[src/logic/cpst_defines.vh]
/*
 constants for the cpu state block: register offsets, status bit positions,
 reset values, memory map bounds and alu command codes.
 assumes inclusion by bare name from the design files.
*/
`ifndef CPST_DEFINES_VH
`define CPST_DEFINES_VH
// avalon register byte offsets
`define CPST_OFS_IP 8'h00
`define CPST_OFS_ACC 8'h04
`define CPST_OFS_TACC 8'h08
`define CPST_OFS_IDX 8'h0c
`define CPST_OFS_XPTR 8'h10
`define CPST_OFS_SPTR 8'h14
`define CPST_OFS_PSW 8'h18
`define CPST_OFS_ALU 8'h1c
`define CPST_OFS_BANKADR 8'h20
`define CPST_OFS_MAPQ 8'h24
`define CPST_OFS_WIN 8'h40
// reset values
`define CPST_IP_RST 16'hfffd
`define CPST_CC_RST 8'h30
// condition code bit positions
`define CPST_CC_H 7
`define CPST_CC_I 6
`define CPST_CC_IL_HI 5
`define CPST_CC_IL_LO 4
`define CPST_CC_N 3
`define CPST_CC_Z 2
`define CPST_CC_V 1
`define CPST_CC_C 0
// memory map, 64 kbyte space
`define CPST_IO_END 16'h007f
`define CPST_PROG_BASE 16'h8000
`define CPST_VECT_BASE 16'hffc0
`define CPST_BANK_BASE 16'h0100
`define CPST_REG_DATA 2'h0
`define CPST_REG_IO 2'h1
`define CPST_REG_PROG 2'h2
`define CPST_REG_VECT 2'h3
// alu commands
`define CPST_OP_ADD 3'h0
`define CPST_OP_SUB 3'h1
`define CPST_OP_ADDC 3'h2
`define CPST_OP_SUBC 3'h3
`define CPST_OP_SHL 3'h4
`define CPST_OP_SHR 3'h5
`define CPST_OP_AND 3'h6
`define CPST_OP_CMP 3'h7
`endif

[src/logic/cpst_flag_unit.v]
/*
 8-bit arithmetic and shift unit producing the result and condition flags.
 assumes operands come from flops on the same clock; purely combinational.
*/
`include "cpst_defines.vh"
module cpst_flag_unit (
    // operands
    input wire [2:0] op_i,
    input wire [7:0] a_i,
    input wire [7:0] b_i,
    input wire cin_i,
    // result and flags
    output reg [7:0] res_o,
    output reg h_o,
    output reg v_o,
    output reg c_o,
    output wire n_o,
    output wire z_o,
    output reg arith_o
);
    reg [8:0] sum;
    reg [4:0] nib;
    reg [7:0] bx;
    reg cx;
    // result and per-op flags
    always @* begin
        sum = 9'h000;
        nib = 5'h00;
        bx = b_i;
        cx = 1'b0;
        res_o = 8'h00;
        h_o = 1'b0;
        v_o = 1'b0;
        c_o = 1'b0;
        arith_o = 1'b1;
        case (op_i)
            `CPST_OP_SHL: begin
                res_o = {a_i[6:0], cin_i};
                c_o = a_i[7];
                arith_o = 1'b0;
            end
            `CPST_OP_SHR: begin
                res_o = {cin_i, a_i[7:1]};
                c_o = a_i[0];
                arith_o = 1'b0;
            end
            `CPST_OP_AND: begin
                res_o = a_i & b_i;
                arith_o = 1'b0;
            end
            default: begin
                // subtraction as a + ~b + 1 (a + ~b + ~carry for subc), borrow is inverted carry
                if (op_i == `CPST_OP_SUB || op_i == `CPST_OP_SUBC || op_i == `CPST_OP_CMP) begin
                    bx = ~b_i;
                    cx = (op_i == `CPST_OP_SUBC) ? ~cin_i : 1'b1;
                    nib = {1'b0, a_i[3:0]} + {1'b0, bx[3:0]} + {4'h0, cx};
                    sum = {1'b0, a_i} + {1'b0, bx} + {8'h00, cx};
                    h_o = ~nib[4];
                    c_o = ~sum[8];
                end else begin
                    cx = (op_i == `CPST_OP_ADDC) ? cin_i : 1'b0;
                    nib = {1'b0, a_i[3:0]} + {1'b0, bx[3:0]} + {4'h0, cx};
                    sum = {1'b0, a_i} + {1'b0, bx} + {8'h00, cx};
                    h_o = nib[4];
                    c_o = sum[8];
                end
                res_o = sum[7:0];
                v_o = (a_i[7] == bx[7]) && (sum[7] != a_i[7]);
            end
        endcase
    end
    assign n_o = res_o[7];
    assign z_o = (res_o == 8'h00);
endmodule // cpst_flag_unit

[src/logic/cpst_bank_ram.v]
/*
 register bank storage: 16 banks of eight 8-bit general registers.
 assumes one access per cycle; read data come out of a register.
*/
module cpst_bank_ram (
    // clock
    input wire clk_i,
    // access port
    input wire [6:0] addr_i,
    input wire wr_i,
    input wire [7:0] wdata_i,
    output reg [7:0] rdata_o
);
    reg [7:0] mem [0:127];
    // synchronous write and registered read
    always @(posedge clk_i) begin
        if (wr_i) begin
            mem[addr_i] <= wdata_i;
        end
        rdata_o <= mem[addr_i];
    end
endmodule // cpst_bank_ram

[src/logic/cpst_core.v]
/*
 architectural state of the 8-bit cpu core: instruction pointer, accumulators,
 pointers, status word with condition codes, banked general registers,
 memory map decode and interrupt admission, reached over avalon-mm.
 assumes a single clock, synchronous active-high reset, and a master that
 holds each request until waitrequest is seen low.
*/
// The Avalon-MM interface to the registers and the register offsets were chosen for this implementation.
`include "cpst_defines.vh"
module cpst_core (
    // clock and reset
    input wire clk_i,
    input wire reset_i,
    // avalon-mm slave
    input wire [7:0] avs_address_i,
    input wire avs_read_i,
    input wire avs_write_i,
    input wire [31:0] avs_writedata_i,
    input wire [3:0] avs_byteenable_i,
    output wire [31:0] avs_readdata_o,
    output wire avs_waitrequest_o,
    // core control
    input wire step_i,
    input wire irq_req_i,
    input wire [1:0] irq_level_i,
    output reg irq_take_o,
    output reg [1:0] ip_region_o
);
    // architectural registers
    reg [15:0] instruction_pointer;
    reg [15:0] acc;
    reg [15:0] tacc;
    reg [15:0] index_register;
    reg [15:0] extra_pointer;
    reg [15:0] stack_pointer;
    reg [7:0] bank_pointer;
    reg [7:0] condition_code_byte;
    reg [15:0] map_query;
    // bus handshake state
    reg busy;
    reg [31:0] rdata;
    reg win_rd;
    wire [15:0] program_status_word;
    wire req;
    wire ack;
    wire wr_ack;
    wire win_sel;
    wire [6:0] ram_addr;
    wire [7:0] ram_q;
    wire [2:0] alu_op;
    wire [7:0] alu_res;
    wire alu_h;
    wire alu_v;
    wire alu_c;
    wire alu_n;
    wire alu_z;
    wire alu_arith;
    wire [7:0] next_cc;

    // region of a 64 kbyte address: io lowest, data above, program above that, vectors at top
    function [1:0] region_of;
        input [15:0] addr;
        begin
            if (addr <= `CPST_IO_END) begin
                region_of = `CPST_REG_IO;
            end else if (addr >= `CPST_VECT_BASE) begin
                region_of = `CPST_REG_VECT;
            end else if (addr >= `CPST_PROG_BASE) begin
                region_of = `CPST_REG_PROG;
            end else begin
                region_of = `CPST_REG_DATA;
            end
        end
    endfunction

    // byte-enable merge into a 16-bit register
    function [15:0] merge16;
        input [15:0] old;
        input [15:0] nw;
        input [1:0] be;
        begin
            merge16[7:0] = be[0] ? nw[7:0] : old[7:0];
            merge16[15:8] = be[1] ? nw[15:8] : old[15:8];
        end
    endfunction

    // address of a general register in the active bank
    function [15:0] bank_addr;
        input [3:0] bank;
        input [2:0] r;
        begin
            bank_addr = `CPST_BANK_BASE + {9'h000, bank, r};
        end
    endfunction

    // status word halves
    assign program_status_word = {bank_pointer, condition_code_byte};

    // every access takes one wait cycle, answered on the second edge
    assign req = avs_read_i | avs_write_i;
    assign ack = req & busy;
    assign wr_ack = ack & avs_write_i;
    assign avs_waitrequest_o = req & ~busy;

    // general register window, bank chosen by the bank pointer
    assign win_sel = ({5'h00, avs_address_i[7:5]} == (`CPST_OFS_WIN >> 5)) && (avs_address_i[1:0] == 2'h0);
    assign ram_addr = {bank_pointer[3:0], avs_address_i[4:2]};

    cpst_bank_ram u_bank_ram (
        .clk_i(clk_i),
        .addr_i(ram_addr),
        .wr_i(wr_ack & win_sel & avs_byteenable_i[0]),
        .wdata_i(avs_writedata_i[7:0]),
        .rdata_o(ram_q)
    );

    // alu works on the low bytes of both accumulators
    assign alu_op = avs_writedata_i[2:0];

    cpst_flag_unit u_flag_unit (
        .op_i(alu_op),
        .a_i(acc[7:0]),
        .b_i(tacc[7:0]),
        .cin_i(condition_code_byte[`CPST_CC_C]),
        .res_o(alu_res),
        .h_o(alu_h),
        .v_o(alu_v),
        .c_o(alu_c),
        .n_o(alu_n),
        .z_o(alu_z),
        .arith_o(alu_arith)
    );

    // flags after an alu command; interrupt bits untouched
    assign next_cc = {
        alu_arith ? alu_h : condition_code_byte[`CPST_CC_H],
        condition_code_byte[`CPST_CC_I],
        condition_code_byte[`CPST_CC_IL_HI:`CPST_CC_IL_LO],
        alu_n,
        alu_z,
        alu_v,
        alu_c
    };

    // handshake: busy for the answer cycle only
    always @(posedge clk_i) begin
        if (reset_i) begin
            busy <= 1'b0;
        end else if (ack) begin
            busy <= 1'b0;
        end else if (req) begin
            busy <= 1'b1;
        end
    end

    // control state: pointer and status word
    always @(posedge clk_i) begin
        if (reset_i) begin
            instruction_pointer <= `CPST_IP_RST;
            condition_code_byte <= `CPST_CC_RST;
            bank_pointer <= 8'h00;
            map_query <= 16'h0000;
        end else begin
            if (wr_ack && avs_address_i == `CPST_OFS_IP) begin
                instruction_pointer <= merge16(instruction_pointer, avs_writedata_i[15:0],
                    avs_byteenable_i[1:0]);
            end else if (step_i) begin
                instruction_pointer <= instruction_pointer + 16'h0001;
            end
            if (wr_ack && avs_address_i == `CPST_OFS_PSW) begin
                if (avs_byteenable_i[0]) begin
                    condition_code_byte <= avs_writedata_i[7:0];
                end
                if (avs_byteenable_i[1]) begin
                    bank_pointer <= avs_writedata_i[15:8];
                end
            end else if (wr_ack && avs_address_i == `CPST_OFS_ALU && avs_byteenable_i[0]) begin
                condition_code_byte <= next_cc;
            end
            if (wr_ack && avs_address_i == `CPST_OFS_MAPQ) begin
                map_query <= merge16(map_query, avs_writedata_i[15:0], avs_byteenable_i[1:0]);
            end
        end
    end

    // data registers, undefined until software writes them
    always @(posedge clk_i) begin
        if (wr_ack) begin
            case (avs_address_i)
                `CPST_OFS_ACC: begin
                    acc <= merge16(acc, avs_writedata_i[15:0], avs_byteenable_i[1:0]);
                end
                `CPST_OFS_TACC: begin
                    tacc <= merge16(tacc, avs_writedata_i[15:0], avs_byteenable_i[1:0]);
                end
                `CPST_OFS_IDX: begin
                    index_register <= merge16(index_register, avs_writedata_i[15:0],
                        avs_byteenable_i[1:0]);
                end
                `CPST_OFS_XPTR: begin
                    extra_pointer <= merge16(extra_pointer, avs_writedata_i[15:0],
                        avs_byteenable_i[1:0]);
                end
                `CPST_OFS_SPTR: begin
                    stack_pointer <= merge16(stack_pointer, avs_writedata_i[15:0],
                        avs_byteenable_i[1:0]);
                end
                `CPST_OFS_ALU: begin
                    // result lands in the low byte, compare keeps it
                    if (avs_byteenable_i[0] && alu_op != `CPST_OP_CMP) begin
                        acc[7:0] <= alu_res;
                    end
                end
                default: begin
                    acc <= acc;
                end
            endcase
        end
    end

    // read data captured on the edge that ends the wait cycle
    always @(posedge clk_i) begin
        if (reset_i) begin
            rdata <= 32'h00000000;
            win_rd <= 1'b0;
        end else if (avs_read_i && !busy) begin
            win_rd <= win_sel;
            case (avs_address_i)
                `CPST_OFS_IP: rdata <= {16'h0000, instruction_pointer};
                `CPST_OFS_ACC: rdata <= {16'h0000, acc};
                `CPST_OFS_TACC: rdata <= {16'h0000, tacc};
                `CPST_OFS_IDX: rdata <= {16'h0000, index_register};
                `CPST_OFS_XPTR: rdata <= {16'h0000, extra_pointer};
                `CPST_OFS_SPTR: rdata <= {16'h0000, stack_pointer};
                `CPST_OFS_PSW: rdata <= {16'h0000, program_status_word};
                `CPST_OFS_BANKADR: rdata <= {16'h0000, bank_addr(bank_pointer[3:0], 3'h0)};
                `CPST_OFS_MAPQ: rdata <= {14'h0, region_of(map_query), map_query};
                default: rdata <= 32'h00000000;
            endcase
        end
    end

    // window reads come straight from the ram output register
    assign avs_readdata_o = win_rd ? {24'h000000, ram_q} : rdata;

    // interrupt admission and instruction pointer region
    always @(posedge clk_i) begin
        if (reset_i) begin
            irq_take_o <= 1'b0;
            ip_region_o <= `CPST_REG_VECT;
        end else begin
            irq_take_o <= irq_req_i
                && condition_code_byte[`CPST_CC_I]
                && (irq_level_i < condition_code_byte[`CPST_CC_IL_HI:`CPST_CC_IL_LO]);
            ip_region_o <= region_of(instruction_pointer);
        end
    end
endmodule // cpst_core

[config.mk]
export PLATFORM = sky130hd
export DESIGN_NAME = cpst_core
export DESIGN_NICKNAME = d
export VERILOG_FILES = /design/src/logic/cpst_flag_unit.v /design/src/logic/cpst_bank_ram.v /design/src/logic/cpst_core.v
export VERILOG_INCLUDE_DIRS = /design/src /design/src/logic
export SDC_FILE = /design/constraint.sdc
export NUM_CORES = 1
export LEC_CHECK = 0
export BUFFER_PORTS_ARGS = -buffer_cell sky130_fd_sc_hd__buf_2
export CAP_MARGIN = 40
export CORE_MARGIN = 4
export CORE_UTILIZATION = 52
export DETAILED_ROUTE_END_ITERATION = 8
export PLACE_DENSITY = 0.68
export SLEW_MARGIN = 20
export SYNTH_ARGS = -nofsm -noshare
export SYNTH_HDL_FRONTEND = slang
export SYNTH_SLANG_ARGS = --single-unit
[constraint.sdc]
create_clock -name clk_i -period 3.7 [get_ports clk_i]
set_clock_uncertainty 0.2 [all_clocks]
set_input_delay 0.555 -clock clk_i [delete_from_list [all_inputs] [get_ports clk_i]]
set_output_delay 0.555 -clock clk_i [all_outputs]
set_load 0.02 [all_outputs]
==> impl_metrics.csv, run 1 <==
group,metric,value,unit
status,status,"complete, no violations",
hold_path,whs_path_depth,4,
sta,min_period_over_period,87.24,%
clock_network,post_cts_buffers,0,
sta,tns,0,ps
worst_setup_path,reg2reg_slack,470,ps
worst_setup_path,r2r-end,"condition_code_byte[2]",
logic_synthesis,synth_area_leaders,"edfxtp_1, mux4_2, dfxtp_1",
logic_synthesis,synth-xor-area-share,0.1273,%
placed_design,gp_congestion,0.8684,
global_route,grt_max_degree,149,
worst_setup_path,worst_ep_arrival_time,3600,ps
sta,rsz0062_at_grt,"no",
sta,fin_crit,3228,ps
floorplanning,ios,88,
worst_setup_path,cp_slowest_cell,"dfxtp_1",
logic_synthesis,yosysSeqAreaShare,72.12,%
floorplanning,core-area,0.09180,mm2
clock_network,clock_sinks,1183,
clock_network,cts_htree_levels,3,
logic_synthesis,synth_cell_types,74,
global_route,grt_usage,25.28,%
clock_network,clk_latency,700,ps
logic_synthesis,synth_edf_count,1104,
logic_synthesis,synth_seq_cells,1183,
clock_network,cts_buffer_depth,3,
clock_network,path_clk_slew,60,ps
routing,wl,122400,um
worst_setup_path,cp-end-kind,"flop",
routing,drc,0,
hold_path,hold_class,"in2reg",
logic_synthesis,synthCells,2668,
clock_network,cts_root_buffer,"clkbuf_16",
sta,worst_pin_slew,847.4,ps
layout,final_cell_mix,"edfxtp_1, mux4_2, buf_4",
logic_synthesis,ys.flop_type,"edfxtp_1",
layout,syn_to_final_growth,15.07,%
routing,viasPerCell,6.262,
sta,slew_viol_final,0,
worst_setup_path,max_stage_delay,560,ps
global_route,antenna_found_initial,3,
placed_design,place_ws,176.8,ps
worst_setup_path,worstSetupStartpointType,"flop",
worst_setup_path,critical_path_class,"reg2reg",
clock_network,cts_tree,"done",
floorplanning,die-width,312.3,um
floorplanning,fp.dieH,312.3,um
placed_design,post-dp-hpwl,78640,um
sta,relSlewSlack,43.51,%
routing,vias,27030,
logic_synthesis,syn_area_per_cell,18.05,um2
sta,timing.fmax,309.8,MHz
layout,utilization,60.37,%
worst_setup_path,rr_worst_depth,11,
logic_synthesis,yosys_warnings,0,
global_route,gr-total-overflow,0,
layout,layout_commonest_cell,"edfxtp_1",
power_and_ir_drop,cellPowerDensity,495.7,mW/mm2
job,drv_cap,0,
logic_synthesis,synth_mux_area_share,15.43,%
layout,n_fill_cell,6470,
floorplanning,rows,111,
logic_synthesis,synthAdderAreaFrac,0.6339,%
logic_synthesis,post-synth-top-area-fraction,68.84,%
routing,antenna_left,0,
power_and_ir_drop,leakage,18.14,nW
layout,nets,3047,
logic_synthesis,synth.cell_area,0.04816,mm2
sta,worst_slack,472.3,ps
logic_synthesis,synth-simple-area-share,5.079,%
worst_setup_path,path_cells,"and3_1, fa_1, inv_1, fa_1, o21bai_1, a21oi_1, mux2i_1, a2111oi_0, buf_4, o2111ai_1, o32ai_1",
routing,wl_per_cell,28.35,um
hold_path,min_to,"instruction_pointer[0]",
worst_setup_path,crit_path_max_fanout,7,
worst_setup_path,r2r-start,"condition_code_byte[0]",
clock_network,cts_inserted_buffers,114,
worst_setup_path,path_buf_inv,2,
logic_synthesis,synth_compound_area_share,4.502,%
hold_path,hold_start,"step_i",
worst_setup_path,critical_path.top_delay_family,"compound AO/OA/AOI/OAI gates",
logic_synthesis,synth_top_family_by_area,"multiplexers",
layout,drive_gt1_share,26.73,%
placed_design,portBuffers,55,
routing,firstDrtPassIters,6,
worst_setup_path,crit_top_cell,"fa_1",
sta,hold_viol_final,0,
worst_setup_path,crit_required,4070,ps
floorplanning,die-area,0.09755,mm2
sta,setup_viol,0,
global_route,grt_pass1_wl,182600,um
power_and_ir_drop,irDropWorstVdd,0.3523,mV
global_route,first_global_vias,26930,
logic_synthesis,ys_async_sr_fraction,0,%
floorplanning,start_util,52.46,%
logic_synthesis,yosysTopAreaCell,"edfxtp_1",
routing,drt_iter0_markers,3585,
## cell usage after synthesis, drive strengths merged, types with 9 or more instances
cell,count
a21oi,67
a221oi,18
a22oi,54
a31oi,19
buf,90
clkbuf,78
dfxtp,79
edfxtp,1104
ha,18
inv,24
mux2,16
mux2i,99
mux4,278
nand2,123
nand2b,19
nand3,42
nand4,13
nor2,244
nor2b,25
nor3,30
o211ai,10
o21ai,63
o22ai,20
or3,9
## cell families (layout without fill, tap and decap cells)
| family | count (synthesis) | in the layout |
|---|---|---|
| flops | 1183 | 1183 |
| simple gates | 545 | 545 |
| mux | 393 | 393 |
| compound gates | 323 | 323 |
| buf+inv | 194 | 584 |
| fa+ha+maj | 22 | 22 |
| xor+xnor | 7 | 7 |
| other cells | 1 | 16 |
## repair_timing
action                                  CTS  global route
endpoints found under the setup margin    0             0
resized for setup                         0             0
hold endpoints to repair                 19             1
hold buffers                              6             1
## state kept, by name (all words and copies together), names as in the netlist
name / cells
extra_pointer: 16
u_bank_ram.rdata_o: 8
stack_pointer: 16
instruction_pointer: 16
busy: 1
ip_region_o: 2
u_bank_ram.mem: 1024
bank_pointer: 8
rdata: 18
tacc: 16
irq_take_o: 1
condition_code_byte: 8
win_rd: 1
map_query: 16
index_register: 16
acc: 16
## worst register-to-register path, delay by kind of cell (launching register included)
kind	cells	cell delay [ps]
AOI/OAI and AO/OA	5	1140
adders and majority gates	2	570
DFF	1	560
buffers and inverters	2	260
and+or+nand+nor	1	250
muxes	1	150
## worst max-delay path by stage
stage	from	end	slack [ps]	depth (start not counted)
6_report	condition_code_byte[0]	condition_code_byte[2]	470	11
5_1_grt	condition_code_byte[0]	condition_code_byte[2]	260	11
4_1_cts	condition_code_byte[0]	condition_code_byte[2]	470	11
3_5_place_dp	avs_writedata_i[0]	condition_code_byte[2]	180	13
3_3_place_gp	avs_writedata_i[0]	condition_code_byte[2]	200	13
2_1_floorplan	avs_writedata_i[1]	condition_code_byte[2]	250	12
## per-stage QoR
stage	cell area (um2)	total power [mW]	instances	hold WS, ps
detailed placement	51530	16.24	4088	248.1
global route	55420	28.35	4315	38.08
finish	55420	27.47	4316	28.01
global placement	51490	16.20	4084	240.3
floorplan	48210	15.66	2681	231.8
CTS	55330	27.63	4308	1.222
## per-layer routing
| layer | wire length [um] | global-route usage, % |
|---|---|---|
| met1 | 47950 | 35.76 |
| met2 | 59710 | 40.74 |
| met3 | 10980 | 4.509 |
| met4 | 3723 | 7.784 |
| met5 | 0 | 0 |
## layout make-up
type / count / area, um2 / share of cell area, %
clock inverters: 74 / 668.1 / 1.206
multi-input cells: 1304 / 12490 / 22.53
inverters: 26 / 97.59 / 0.1761
diodes: 2 / 5.005 / 0.009031
repair buffers: 344 / 2803 / 5.057
well taps: 1243 / 1555 / 2.806
clock buffers: 140 / 3067 / 5.534
flip-flops and latches: 1183 / 34740 / 62.68
## report_power, final
group	switching [mW]	internal (mW)	total, mW
registers	0.0336	14.6	14.7
clock network	4.91	6.59	11.5
logic	0.801	0.504	1.31
total	5.75	21.7	27.5
Power figures use the tool's default switching activity.
==> run 2: changes to the inputs <==
Settings changed: CORE_MARGIN 4 to default.
Clock period 3.7 ns to 4.1 ns, I/O delays scaled along.
==> run 2 against run 1 <==
Maximum frequency shrank 5.5%. Combinational power fell by 13%. Critical path type unchanged. Clock-buffer cell count increased by 9. Flip-flop and latch count stayed put. Utilization shrank 0.36 points. Sequential share of layout area grew 0.48 points. Via count decreased by 1.1%. Worst setup slack gained 210 ps.
==> impl_metrics.csv, run 2 (synthesis results as in run 1) <==
group,metric,value,unit
worst_setup_path,critical_path_class,"reg2reg",
layout,drive_gt1_share,25.12,%
routing,drt_iter0_markers,3375,
placed_design,gp_congestion,0.9181,
placed_design,portBuffers,55,
layout,reg.largest.list,"u_bank_ram.mem x1024, rdata x18",
global_route,grt_pass1_wl,176900,um
layout,diodes,0,
sta,timing.fmax,292.8,MHz
routing,antenna_left,0,
sta,worst_pin_slew,873.7,ps
clock_network,clk_latency,700,ps
sta,slew_viol_final,0,
placed_design,post-dp-hpwl,76230,um
routing,firstDrtPassIters,8,
worst_setup_path,worst_ep_arrival_time,3820,ps
placed_design,dp_cells,3963,
sta,rsz0062_at_grt,"no",
floorplanning,core-area,0.09166,mm2
power_and_ir_drop,power.total,25.35,mW
floorplanning,rows,111,
sta,min_period_over_period,83.30,%
layout,final_cell_mix,"edfxtp_1, mux4_2, nor2_1",
clock_network,cts_root_buffer,"clkbuf_16",
floorplanning,start_util,52.54,%
layout,layoutNonFillerInstCount,4191,
power_and_ir_drop,leakage,17.88,nW
routing,drc,0,
clock_network,cts_inserted_buffers,116,
layout,layout_commonest_cell,"edfxtp_1",
power_and_ir_drop,irDropWorstVdd,0.4092,mV
worst_setup_path,cp-end-kind,"flop",
global_route,gr-total-overflow,0,
clock_network,post_cts_resized,0,
power_and_ir_drop,cellPowerDensity,460.9,mW/mm2
worst_setup_path,worstSetupStartpointType,"flop",
global_route,grt_max_degree,106,
layout,nets,2977,
routing,wl_per_cell,28.75,um
global_route,first_global_vias,26390,
floorplanning,die-area,0.09384,mm2
worst_setup_path,crit_required,4510,ps
layout,largest_register,"u_bank_ram.mem",
routing,vias,26740,
floorplanning,die-width,306.3,um
routing,wl,120500,um
worst_setup_path,cp_slowest_cell,"edfxtp_1",
sta,setup_viol,0,
sta,tns,0,ps
worst_setup_path,crit_path_max_fanout,7,
hold_path,hold_class,"in2reg",
worst_setup_path,path_cells,"inv_1, fa_1, fa_1, nor2b_1, o2111ai_1, nand3_1, nor2_1, a2111oi_0, buf_4, o2111ai_1, o32ai_1",
clock_network,cts_tree,"done",
sta,hold_viol_final,0,
routing,viasPerCell,6.381,
sta,fin_hold_ws,38.09,ps
clock_network,cts_buffer_depth,3,
clock_network,clock_sinks,1183,
sta,relSlewSlack,41.60,%
worst_setup_path,max_stage_delay,600,ps
floorplanning,ios,88,
status,status,"complete, no violations",
floorplanning,fp.dieH,306.3,um
job,drv_cap,0,
global_route,grt_usage,25.88,%
layout,utilization,60.00,%
global_route,antenna_found_initial,4,
layout,largest_register_ffs,1024,
clock_network,cts_htree_levels,3,
clock_network,path_clk_slew,60,ps
sta,fin_crit,3415,ps
layout,syn_to_final_growth,14.21,%
[run 2: timing repair]
item / in CTS / in global routing
buffers inserted: 0 / 0
hold endpoints to repair: 1 / 0
hold buffers: 1 / 0
[run 2: power breakdown]
part	internal [mW]	switching, mW	total, mW	leakage [nW]
sequential	13.2	0.0280	13.2	10.6
combinational	0.431	0.714	1.14	5.39
clock	6.47	4.51	11.0	1.93
total	20.1	5.25	25.3	17.9
[run 2: worst paths after layout]
check                     start                endpoint  slack, ps  depth (start not counted)
max reg2reg              acc[0]  condition_code_byte[2]        680                         11
min reg2reg            rdata[3]                rdata[3]        250                          2
max                      acc[0]  condition_code_byte[2]        680                         11
min          avs_writedata_i[7]   u_bank_ram.mem[93][7]         40                          1
[run 2: layer usage]
| layer | part of all wire [%] | global-route usage [%] | vias up | routed length, um |
|---|---|---|---|---|
| li1 | - | - | 11260 | - |
| met1 | 41 | 37.09 | 13850 | 48910 |
| met2 | 48 | 40.70 | 1363 | 57610 |
| met3 | 8.3 | 4.431 | 263 | 10040 |
| met4 | 3.2 | 8.523 | 6 | 3916 |
| met5 | 0.028 | 0 | - | 34 |
[run 2: cell type report]
type | count | area, um2
Timing Repair Buffer | 272 | 2223
Inverter | 26 | 97.59
Tap cell | 1186 | 1484
Fill cell | 6583 | 36660
Clock inverter | 71 | 848.3
Clock buffer | 149 | 3129
Sequential cell | 1183 | 34740
Multi-Input combinational cell | 1304 | 12480
[run 2: critical path, delay by kind of cell, from the launching register on]
kind	cells	cell delay, ps
AOI/OAI and AO/OA	4	910
adders and majority gates	2	890
DFF	1	600
and+or+nand+nor	3	400
buffers and inverters	2	320
[run 2: metrics by stage]
stage          instance area [um2]  worst slack [ps]
6_report                     55000             684.9
5_1_grt                      55000             439.5
4_1_cts                      54890             677.3
3_5_place_dp                 50900             362.9
3_3_place_gp                 50820             449.6
2_1_floorplan                48210             586.1
